[src/common/haptic_readback_pkg.sv]
// Purpose: Shared constants and types of the haptic read-back register group.
// Assumes: 200 MHz system clock; 8-bit register addresses and data.
// Notes:   Every offset, field position, reset value and timing count lives here.

package haptic_readback_pkg;

    // ----------------------------------------------------------------
    // Register map
    // ----------------------------------------------------------------
    localparam int ADDR_W = 8;
    localparam int DATA_W = 8;
    localparam logic [7:0] ADDR_IMPEDANCE = 8'h03;
    localparam logic [7:0] ADDR_SUPPLY = 8'h04;
    localparam logic [7:0] ADDR_PERIOD_UPPER = 8'h05;
    localparam logic [7:0] ADDR_PERIOD_LOWER = 8'h06;
    localparam logic [7:0] UNMAPPED_RDATA = 8'h00;

    // ----------------------------------------------------------------
    // Fields and reset values
    // ----------------------------------------------------------------
    localparam int PERIOD_W = 10;
    localparam int PERIOD_UPPER_LSB = 8;
    localparam int PERIOD_UPPER_W = 2;
    localparam logic [7:0] IMPEDANCE_RST = 8'h00;
    localparam logic [7:0] SUPPLY_RST = 8'h00;
    localparam logic [9:0] PERIOD_RST = 10'h000;
    localparam logic [1:0] MODE_RST = 2'h0;
    localparam logic [1:0] MODE_DIAGNOSTICS = 2'h2;

    // ----------------------------------------------------------------
    // Averaging and timing
    // ----------------------------------------------------------------
    localparam int AVG_DEPTH = 4;
    localparam real CLK_FREQ_MHZ = 200.0;
    localparam real PERIOD_STEP_US = 24.39;
    localparam int PERIOD_STEP_CYCLES = int'(PERIOD_STEP_US * CLK_FREQ_MHZ);

    typedef enum logic [0:0] {
        PERIOD_LIVE = 1'b0,
        PERIOD_HELD = 1'b1
    } period_lock_e;

endpackage

[src/hw/period_averager.sv]
// Purpose: Running average of the last few measured resonance periods.
// Assumes: DEPTH is a power of two; taps start at zero after reset.
// Notes:   Result is registered and updated one cycle after each sample.

`timescale 1ns/1ps

module period_averager #(
    parameter int WIDTH = haptic_readback_pkg::PERIOD_W,
    parameter int DEPTH = haptic_readback_pkg::AVG_DEPTH
) (
    // Clock and reset
    input wire logic clk_sys,
    input wire logic sys_rst,
    input wire logic ce,
    // Samples in
    input wire logic sample_valid,
    input wire logic [WIDTH-1:0] sample,
    input wire logic averaging_disable,
    // Result out
    output logic [WIDTH-1:0] result,
    output logic result_valid
);

    localparam int SHIFT = $clog2(DEPTH);
    localparam int SUM_W = WIDTH + SHIFT;

    typedef struct packed {
        logic [DEPTH-1:0][WIDTH-1:0] taps;
        logic [WIDTH-1:0] result;
        logic valid;
    } avg_state_s;

    avg_state_s st_r;
    avg_state_s st_nxt;
    logic [DEPTH-1:0][WIDTH-1:0] taps_shifted;
    logic [SUM_W-1:0] sum;

    // ----------------------------------------------------------------
    // Shift line
    // ----------------------------------------------------------------
    assign taps_shifted[0] = sample;
    generate
        for (genvar i = 1; i < DEPTH; i++)
        begin : g_tap
            assign taps_shifted[i] = st_r.taps[i-1];
        end
    endgenerate

    always_comb
    begin
        sum = '0;
        for (int i = 0; i < DEPTH; i++)
        begin
            sum = sum + SUM_W'(taps_shifted[i]);
        end
    end

    // ----------------------------------------------------------------
    // Next state
    // ----------------------------------------------------------------
    always_comb
    begin
        st_nxt = st_r;
        st_nxt.valid = 1'b0;
        if (sample_valid)
        begin
            st_nxt.taps = taps_shifted;
            st_nxt.valid = 1'b1;
            // Zero taps drag early averages low until the line fills
            if (averaging_disable)
                st_nxt.result = sample;
            else
                st_nxt.result = sum[SUM_W-1:SHIFT];
        end
    end

    always_ff @(posedge clk_sys or posedge sys_rst)
    begin
        if (sys_rst)
            st_r <= '0;
        else if (ce)
            st_r <= st_nxt;
    end

    assign result = st_r.result;
    assign result_valid = st_r.valid;

endmodule // period_averager

[src/hw/haptic_readback_registers.sv]
// Purpose: Read-back status registers of a haptic driver: impedance, supply, resonance period.
// Assumes: Register strobes come from the serial control slave, synchronous to clk_sys.
// Notes:   Period registers lock on an upper read and unlock on a lower read or waveform end.
//
// Notes on behaviour
// - Impedance read-only eight bits, resets to zero.
// - Supply reading updates only during playback; resets zero.
// - Ten-bit period: upper two at 0x05, lower 0x06.
// - Upper read freezes both; lower read releases.
// - Waveform end releases lock; updates resume next playback.
// - One period count equals 24.39 microseconds.
// - Mode 2 runs diagnostics; mode change during playback means standby.
// - Averaging bit picks four-period average or last.

`timescale 1ns/1ps

module haptic_readback_registers #(
    parameter int STEP_CYCLES = haptic_readback_pkg::PERIOD_STEP_CYCLES,
    parameter int PERIOD_W = haptic_readback_pkg::PERIOD_W
) (
    // Clock, reset, enable
    input wire logic clk_sys,
    input wire logic sys_rst,
    input wire logic ce,
    // Register access from the control bus slave
    input wire logic reg_rd,
    input wire logic reg_wr,
    input wire logic [haptic_readback_pkg::ADDR_W-1:0] reg_addr,
    input wire logic [haptic_readback_pkg::DATA_W-1:0] reg_wdata,
    output logic [haptic_readback_pkg::DATA_W-1:0] reg_rdata,
    output logic reg_rvalid,
    // Playback state
    input wire logic playing,
    input wire logic braking,
    input wire logic [1:0] mode,
    input wire logic period_averaging_disable,
    // Measurement inputs
    input wire logic diag_done,
    input wire logic [7:0] diag_impedance,
    input wire logic supply_sample_valid,
    input wire logic [7:0] supply_sample,
    input wire logic resonance_edge,
    // Status out
    output logic period_locked,
    output logic standby_req
);

    localparam int STEP_W = $clog2(STEP_CYCLES + 1);
    localparam logic [STEP_W-1:0] STEP_LAST = STEP_W'(STEP_CYCLES - 1);
    localparam logic [PERIOD_W-1:0] MEAS_MAX = '1;

    typedef struct packed {
        logic [7:0] impedance;
        logic [7:0] supply;
        logic [PERIOD_W-1:0] period_shown;
        haptic_readback_pkg::period_lock_e lock;
        logic [STEP_W-1:0] step_cnt;
        logic [PERIOD_W-1:0] meas_cnt;
        logic meas_armed;
        logic meas_push;
        logic [PERIOD_W-1:0] meas_sample;
        logic playing_q;
        logic [1:0] mode_q;
        logic [7:0] rdata;
        logic rvalid;
        logic standby_req;
    } regs_state_s;

    localparam regs_state_s STATE_RST = '{
        impedance: haptic_readback_pkg::IMPEDANCE_RST,
        supply: haptic_readback_pkg::SUPPLY_RST,
        period_shown: haptic_readback_pkg::PERIOD_RST,
        lock: haptic_readback_pkg::PERIOD_LIVE,
        step_cnt: '0,
        meas_cnt: '0,
        meas_armed: 1'b0,
        meas_push: 1'b0,
        meas_sample: '0,
        playing_q: 1'b0,
        mode_q: haptic_readback_pkg::MODE_RST,
        rdata: 8'h00,
        rvalid: 1'b0,
        standby_req: 1'b0
    };

    regs_state_s st_r;
    regs_state_s st_nxt;
    logic [PERIOD_W-1:0] avg_result;
    logic avg_valid;

    // Address match, shared by the read mux and the lock logic
    function automatic logic addr_is(
        input logic [haptic_readback_pkg::ADDR_W-1:0] addr,
        input logic [haptic_readback_pkg::ADDR_W-1:0] target
    );
        addr_is = (addr == target);
    endfunction

    // ----------------------------------------------------------------
    // Period averaging
    // ----------------------------------------------------------------
    period_averager #(
        .WIDTH(PERIOD_W),
        .DEPTH(haptic_readback_pkg::AVG_DEPTH)
    ) u_period_averager (
        .clk_sys(clk_sys),
        .sys_rst(sys_rst),
        .ce(ce),
        .sample_valid(st_r.meas_push),
        .sample(st_r.meas_sample),
        .averaging_disable(period_averaging_disable),
        .result(avg_result),
        .result_valid(avg_valid)
    );

    // ----------------------------------------------------------------
    // Next state
    // ----------------------------------------------------------------
    always_comb
    begin
        st_nxt = st_r;
        st_nxt.playing_q = playing;
        st_nxt.mode_q = mode;
        st_nxt.meas_push = 1'b0;
        st_nxt.rvalid = 1'b0;
        st_nxt.standby_req = 1'b0;

        // Mode switch while a process runs drops the device to standby
        if (playing && (mode != st_r.mode_q))
            st_nxt.standby_req = 1'b1;

        if (diag_done && (mode == haptic_readback_pkg::MODE_DIAGNOSTICS))
            st_nxt.impedance = diag_impedance;

        if (supply_sample_valid && playing)
            st_nxt.supply = supply_sample;

        // Period measured in steps of a fixed time base
        if (!playing)
        begin
            st_nxt.step_cnt = '0;
            st_nxt.meas_cnt = '0;
            st_nxt.meas_armed = 1'b0;
        end
        else if (resonance_edge)
        begin
            // First edge of a playback only starts the count
            st_nxt.meas_push = st_r.meas_armed;
            st_nxt.meas_sample = st_r.meas_cnt;
            st_nxt.meas_armed = 1'b1;
            st_nxt.step_cnt = '0;
            st_nxt.meas_cnt = '0;
        end
        else if (st_r.step_cnt == STEP_LAST)
        begin
            st_nxt.step_cnt = '0;
            // Saturate rather than wrap on a stalled actuator
            if (st_r.meas_cnt != MEAS_MAX)
                st_nxt.meas_cnt = st_r.meas_cnt + 1'b1;
        end
        else
        begin
            st_nxt.step_cnt = st_r.step_cnt + 1'b1;
        end

        // Shown value follows the averager only while unlocked
        if (avg_valid && (st_r.lock == haptic_readback_pkg::PERIOD_LIVE))
            st_nxt.period_shown = avg_result;

        // Waveform end frees a lock the host never closed
        if (st_r.playing_q && !playing)
            st_nxt.lock = haptic_readback_pkg::PERIOD_LIVE;

        // Writes land nowhere: every field here is read-only
        if (reg_rd)
        begin
            st_nxt.rvalid = 1'b1;
            st_nxt.rdata = haptic_readback_pkg::UNMAPPED_RDATA;
            if (addr_is(reg_addr, haptic_readback_pkg::ADDR_IMPEDANCE))
                st_nxt.rdata = st_r.impedance;
            if (addr_is(reg_addr, haptic_readback_pkg::ADDR_SUPPLY))
                st_nxt.rdata = st_r.supply;
            if (addr_is(reg_addr, haptic_readback_pkg::ADDR_PERIOD_LOWER))
            begin
                st_nxt.rdata = st_r.period_shown[7:0];
                st_nxt.lock = haptic_readback_pkg::PERIOD_LIVE;
            end
            // Upper read comes last so its lock wins a same-cycle release
            if (addr_is(reg_addr, haptic_readback_pkg::ADDR_PERIOD_UPPER))
            begin
                st_nxt.rdata = {6'h00,
                    st_r.period_shown[haptic_readback_pkg::PERIOD_UPPER_LSB +: haptic_readback_pkg::PERIOD_UPPER_W]};
                st_nxt.lock = haptic_readback_pkg::PERIOD_HELD;
                // Freeze also blocks an averager result landing this cycle
                st_nxt.period_shown = st_r.period_shown;
            end
        end
    end

    // ----------------------------------------------------------------
    // State register
    // ----------------------------------------------------------------
    always_ff @(posedge clk_sys or posedge sys_rst)
    begin
        if (sys_rst)
            st_r <= STATE_RST;
        else if (ce)
            st_r <= st_nxt;
    end

    // ----------------------------------------------------------------
    // Outputs
    // ----------------------------------------------------------------
    assign reg_rdata = st_r.rdata;
    assign reg_rvalid = st_r.rvalid;
    assign period_locked = (st_r.lock == haptic_readback_pkg::PERIOD_HELD);
    assign standby_req = st_r.standby_req;

    // Braking and write data carry no behaviour in this group
    logic unused_ok;
    assign unused_ok = braking ^ reg_wr ^ (^reg_wdata);

endmodule // haptic_readback_registers

[config.mk]
export PLATFORM = sky130hd
export DESIGN_NAME = haptic_readback_registers
export DESIGN_NICKNAME = d
export VERILOG_FILES = /design/src/common/haptic_readback_pkg.sv /design/src/hw/period_averager.sv /design/src/hw/haptic_readback_registers.sv
export SDC_FILE = /design/constraint.sdc
export NUM_CORES = 1
export LEC_CHECK = 0
export BUFFER_PORTS_ARGS = -buffer_cell sky130_fd_sc_hd__buf_2
export CORE_ASPECT_RATIO = 1.75
export CORE_MARGIN = 3
export CORE_UTILIZATION = 54
export DETAILED_ROUTE_END_ITERATION = 12
export MAX_ROUTING_LAYER = met4
export PLACE_DENSITY = 0.76
export SLEW_MARGIN = 10
export SYNTH_ARGS = -nofsm -noshare
export SYNTH_HDL_FRONTEND = slang
export SYNTH_HIERARCHICAL = 1
export SYNTH_SLANG_ARGS = --single-unit
[constraint.sdc]
create_clock -name clk_sys -period 2.8 [get_ports clk_sys]
set_input_delay 0.42 -clock clk_sys [delete_from_list [all_inputs] [get_ports clk_sys]]
set_output_delay 0.42 -clock clk_sys [all_outputs]
set_load 0.03 [all_outputs]
* Word level (Yosys, flattened, before mapping)
Cells that the tools add are included.
** Storage, ports and cells
- Bits in registers :: 116
- Input port bits :: 45
- Output and inout bits :: 11
** Operators by class
- $add $sub $neg :: 5
- Equal/unequal tests :: 12
- Muxes and demuxes :: 20
- Bitwise operators :: 1
- Reduce and logical (&&, ||, !) cells :: 14
** Operators with widths (count)
- $mux 10 :: 4
- $mux 11 :: 3
- $mux 8 :: 4
- $eq 8x3->1 const B :: 3
- $mux 24 :: 1
- $mux 23 :: 1
- $add 13x1->13 const B :: 1
- $eq 13x13->1 const B :: 1
- $mux 13 :: 1
- $add 11x10->12 :: 1
- $add 12x10->12 :: 1
- $mux 12 :: 1
- $reduce_and 2->1 :: 6
- $add 10x10->11 :: 1
- $add 10x1->10 const B :: 1
- $ne 10x10->1 const B :: 1
- $eq 8x2->1 const B :: 1
- $ne 3x1->1 const B :: 2
- $reduce_and 3->1 :: 2
- $logic_and 1x1->1 :: 5
- $mux 1 :: 5
- $eq 2x2->1 const B :: 1
- $ne 2x1->1 const B :: 1
- $ne 2x2->1 :: 1
- 3 further kinds :: 3

* Depth between registers and ports, before layout
- Depth after elaboration :: 6
- Gate-level depth with buffers :: 10
- Depth with buffers taken out :: 10

* Modules after synthesis
Netlist, hierarchy kept.
** By module, submodules not included
- haptic_readback_registers :: times used 1, cells an instance 344, area each 3728.6 µm², seq. area each 1876.8 µm²
- period_averager :: times used 1, cells an instance 283, area each 2587.5 µm², seq. area each 1026.0 µm²

* Worst setup path before layout
No wires, ideal clock.
- Path type :: register -> register
- Start point :: register u_period_averager/st_r[12] in the netlist's numbering
- End point :: register u_period_averager.st_r (netlist bit u_period_averager/result[7])
- Library setup time :: 0.129 ns
- Arrival time :: 2.804 ns
- Path slack :: -0.133 ns
- Cell stages (with the launch flop) :: 11
- Buffers on the path :: 0
- Cells stage by stage :: dfrtp_1 > inv_1 > fa_1 > fa_1 > or3b_4 > fa_1 > nor2b_1 > o2111ai_1 > a31oi_1 > or3_1 > nand3_1
** Between the ends
- Longest elaborated chain between the ends :: 4
** RTL lines
- start, declared :: RTL line period_averager.sv:33 : avg_state_s st_r;
- start signal, assigned :: RTL line period_averager.sv:82 : st_r <= st_nxt;
- $add 10x10->11 :: RTL line period_averager.sv:54 : sum = sum + SUM_W'(taps_shifted[i]);
- $add 11x10->12 :: RTL line period_averager.sv:54
- $add 12x10->12 :: RTL line period_averager.sv:54
- $mux 10 :: RTL line period_averager.sv:70 : if (averaging_disable)
No other way between the ends.
A chain may end at the register's enable or synchronous reset.

* Worst setup path after layout
- Start point :: register u_period_averager/st_r[32] in the netlist's numbering
- End point :: register u_period_averager.st_r (netlist bit u_period_averager/result[3])
** Between the ends
- Longest elaborated chain between the ends :: 2
** RTL lines (RTL line)
- $add 12x10->12 :: period_averager.sv:54
- $mux 10 :: period_averager.sv:70
No other way between the ends.

==> impl_metrics.yaml <==
status:
  outcome: "complete, but fails checks"
  violations: "negative setup slack"
final_layout:
  final_nets: 754
  layout-drive-gt1-share_pct: 24.3
  stdcell_count: 822
  syn2layout_area_growth_pct: 17.3
  n_antenna_cell: 0
synthesis:
  ys_types: 60
  syn-num-nets: 704
  synth_edf_count: 0
  netlist_area_um2: 6320
  ys_seq_area_share_pct: 46.0
  ys_ff_latch: 116
  syn_avg_cell_area_um2: 10.1
  synth_common_cells: "116 x dfrtp_1, 73 x inv_1, 63 x nand2_1"
  synth_area_leaders: "dfrtp_1 46%, fa_1 6.3%, mux2_2 6.1%, o21ai_0 4.5%, inv_1 4.3%"
  synth-async-reset-ratio_pct: 100
  yosysWarnings: 6
  yosysMostFrequentCell: "dfrtp_1"
  synth.top_cell.area_share_pct: 46.0
  syn_inst: 627
  synth_flop_cell: "dfrtp_1"
  yosysTopAreaCell: "dfrtp_1"
clock_tree:
  cts_buffers: 17
  cts_buffer_depth: 2
  cts_tree: "done"
  holdBufCountCts: 0
  cts_sinks: 116
  clkTransAtPathRegs_ps: 60
  ctsHtreeMaxLevel: 4
  clk_latency_ps: 410
  cts_root_buf: "clkbuf_16"
floorplan:
  io_pins: 56
  die_x_um: 87.8
  rows: 51
  dieArea_um2: 13100
  start_util_pct: 55.9
  coreArea_um2: 11300
  die_h_um: 149
route:
  drt_iter0_drc: 306
  wl_um: 14500
  drt-pass1-iter-count: 5
  drc: 0
  vias_per_cell: 5.88
  routedWlPerCell_um: 17.6
  num_vias: 4830
  ant_nets: 0
critical_path:
  crit_chain: "inv_2 -> fa_1 -> fa_1 -> or3b_4 -> fa_2 -> nor2b_4 -> buf_6 -> o21a_1 -> nor3_1 -> o31ai_1 -> o21a_1"
  slowest_delay_ps: 570
  worstPathRequired_ps: 3150
  crit_fanout: 2
  crit_path_end_kind: "register"
  path_class: "register to register"
  worstSetupStartpointType: "register"
  crit_slowest_cell: "fa_1"
  arrival_ps: 3480
timing:
  setup-violations-final: 6
  slew_viol_final: 0
  slew_headroom_pct: 52.3
  clock_skew_ps: 7.33
  tightest_slew_ps: 710
  max_freq_ghz: 0.320
  fin_ws_ps: -326
  fin_crit_ps: 3130
  hold_violations: 0
  fin_tns_setup_ps: -1210
  min_period_over_period_pct: 112
  rsz0062_at_grt: "yes"
placement:
  place.gp.congestion: 0.899
  place_inst: 782
  dp_hpwl_um: 10100
  portBuffers: 45
global_routing:
  grt_antenna_before_repair: 0
  first_global_vias: 5187
  grt_pass1_wl_um: 24000
  grt_max_degree: 42
  use_met2_pct: 41.8
  grtUsageTotal_pct: 24.3
  top_usage_layer: "met2"
  grt_overflow: 0
  met3_usage_pct: 5.53
  grt.met1_usage_pct: 24.7
job:
  cap_violations: 0
worst_hold_path:
  hold_path_class: "input pin to async pin"
power:
  p_leak_nw: 3.36
  powerDensity_nw_per_um2: 899
  max-vdd-ir-drop_mv: 0.424
-- through the flow --
step	instance area [um^2]	hold slack [ps]	power (mW)	util, %	setup slack [ps]
floorplan	6320	450	3.62	-	-89.2
global placement	6630	457	3.97	58.7	-202
detailed placement	6630	463	4.08	58.7	-276
CTS	7350	51.1	6.49	65.0	-238
global route	7410	75.5	7.03	65.6	-410
finish	7410	40.3	6.66	65.6	-326
-- flip-flops by register name (all words and copies together), names as in the netlist --
| register | flops |
|---|---|
| period_locked | 1 |
| reg_rdata | 8 |
| reg_rvalid | 1 |
| st_r | 64 |
| standby_req | 1 |
| u_period_averager/result | 10 |
| u_period_averager/result_valid | 1 |
| u_period_averager/st_r | 30 |
-- final timing paths --
| check | startpoint | end | slack (ps) | cells past startpoint |
|---|---|---|---|---|
| min | sys_rst | st_r[51]$_DFFE_PP0P_ | 40 | 2 |
| max reg2reg | u_period_averager/st_r[32]$_DFFE_PP0P_ | u_period_averager/result[3]$_DFFE_PP0P_ | -330 | 11 |
| min in group clk_sys | supply_sample[4] | st_r[63]$_DFFE_PP0P_ | 240 | 2 |
| max in group asynchronous | sys_rst | st_r[70]$_DFFE_PP0P_ | 1990 | 3 |
| min reg2reg | reg_rdata[4]$_DFFE_PP0P_ | reg_rdata[4]$_DFFE_PP0P_ | 470 | 2 |
| max | u_period_averager/st_r[32]$_DFFE_PP0P_ | u_period_averager/result[3]$_DFFE_PP0P_ | -330 | 11 |
-- cell type report --
class                           instances  area, um^2
Fill cell                             846        3880
Multi-Input combinational cell        397        3050
Sequential cell                       116        2900
Clock buffer                           19         443
Timing Repair Buffer                   72         435
Inverter                               73         274
Tap cell                              132         165
Clock inverter                         13         135
-- metal layers --
| metal | wire length, um | vias up |
|---|---|---|
| li1 | - | 2235 |
| met1 | 5110 | 2379 |
| met2 | 8000 | 153 |
| met3 | 537 | 63 |
| met4 | 826 | 0 |
| met5 | 0 | - |
-- repair_timing --
action / in CTS / in global routing
setup buffers: 5 / 4
pin swaps: 12 / 6
resized for setup: 18 / 10
hold endpoints to repair: 0 / 0
endpoints found under the setup margin: 8 / 8
-- cell families (layout without fill, tap and decap cells) --
family	count (synthesis)	count (layout)	synth area share, %
mux	38	38	6.70
compound gates	126	126	12.7
xor+xnor	19	19	2.63
fa+ha+maj	32	32	8.72
buf+inv	114	177	7.92
flops	116	116	46.0
simple gates	182	182	15.4
-- critical path, delay by kind of cell, from the launching register on --
family,cells,cell delay [ps]
simple gates,3,620
flops,1,340
buf+inv,2,160
fa+ha+maj,3,1380
compound gates,3,550
-- placed cells by master (no fill, tap or decap), types with 7 or more instances in the layout --
cell type and count:
nor2_1 29, xor2_1 10, xnor2_1 9, inv_2 7, fa_1 19, o2bb2ai_1 7
nand4_1 8, buf_2 45, nor3_1 7, mux2_2 34, and3_1 7, dfrtp_1 116
nand2_1 63, buf_4 25, nor2b_1 7, ha_1 8, clkbuf_16 17, inv_1 66
a21oi_1 16, o21ai_0 55, nand3_1 20
-- report_power, final --
| group | internal (mW) | total (mW) | switching [mW] |
|---|---|---|---|
| clock | 1.32 | 2.09 | 0.767 |
| combinational | 1.06 | 2.38 | 1.32 |
| sequential | 2.01 | 2.19 | 0.187 |
| total | 4.39 | 6.66 | 2.27 |
Power figures use the tool's default switching activity.
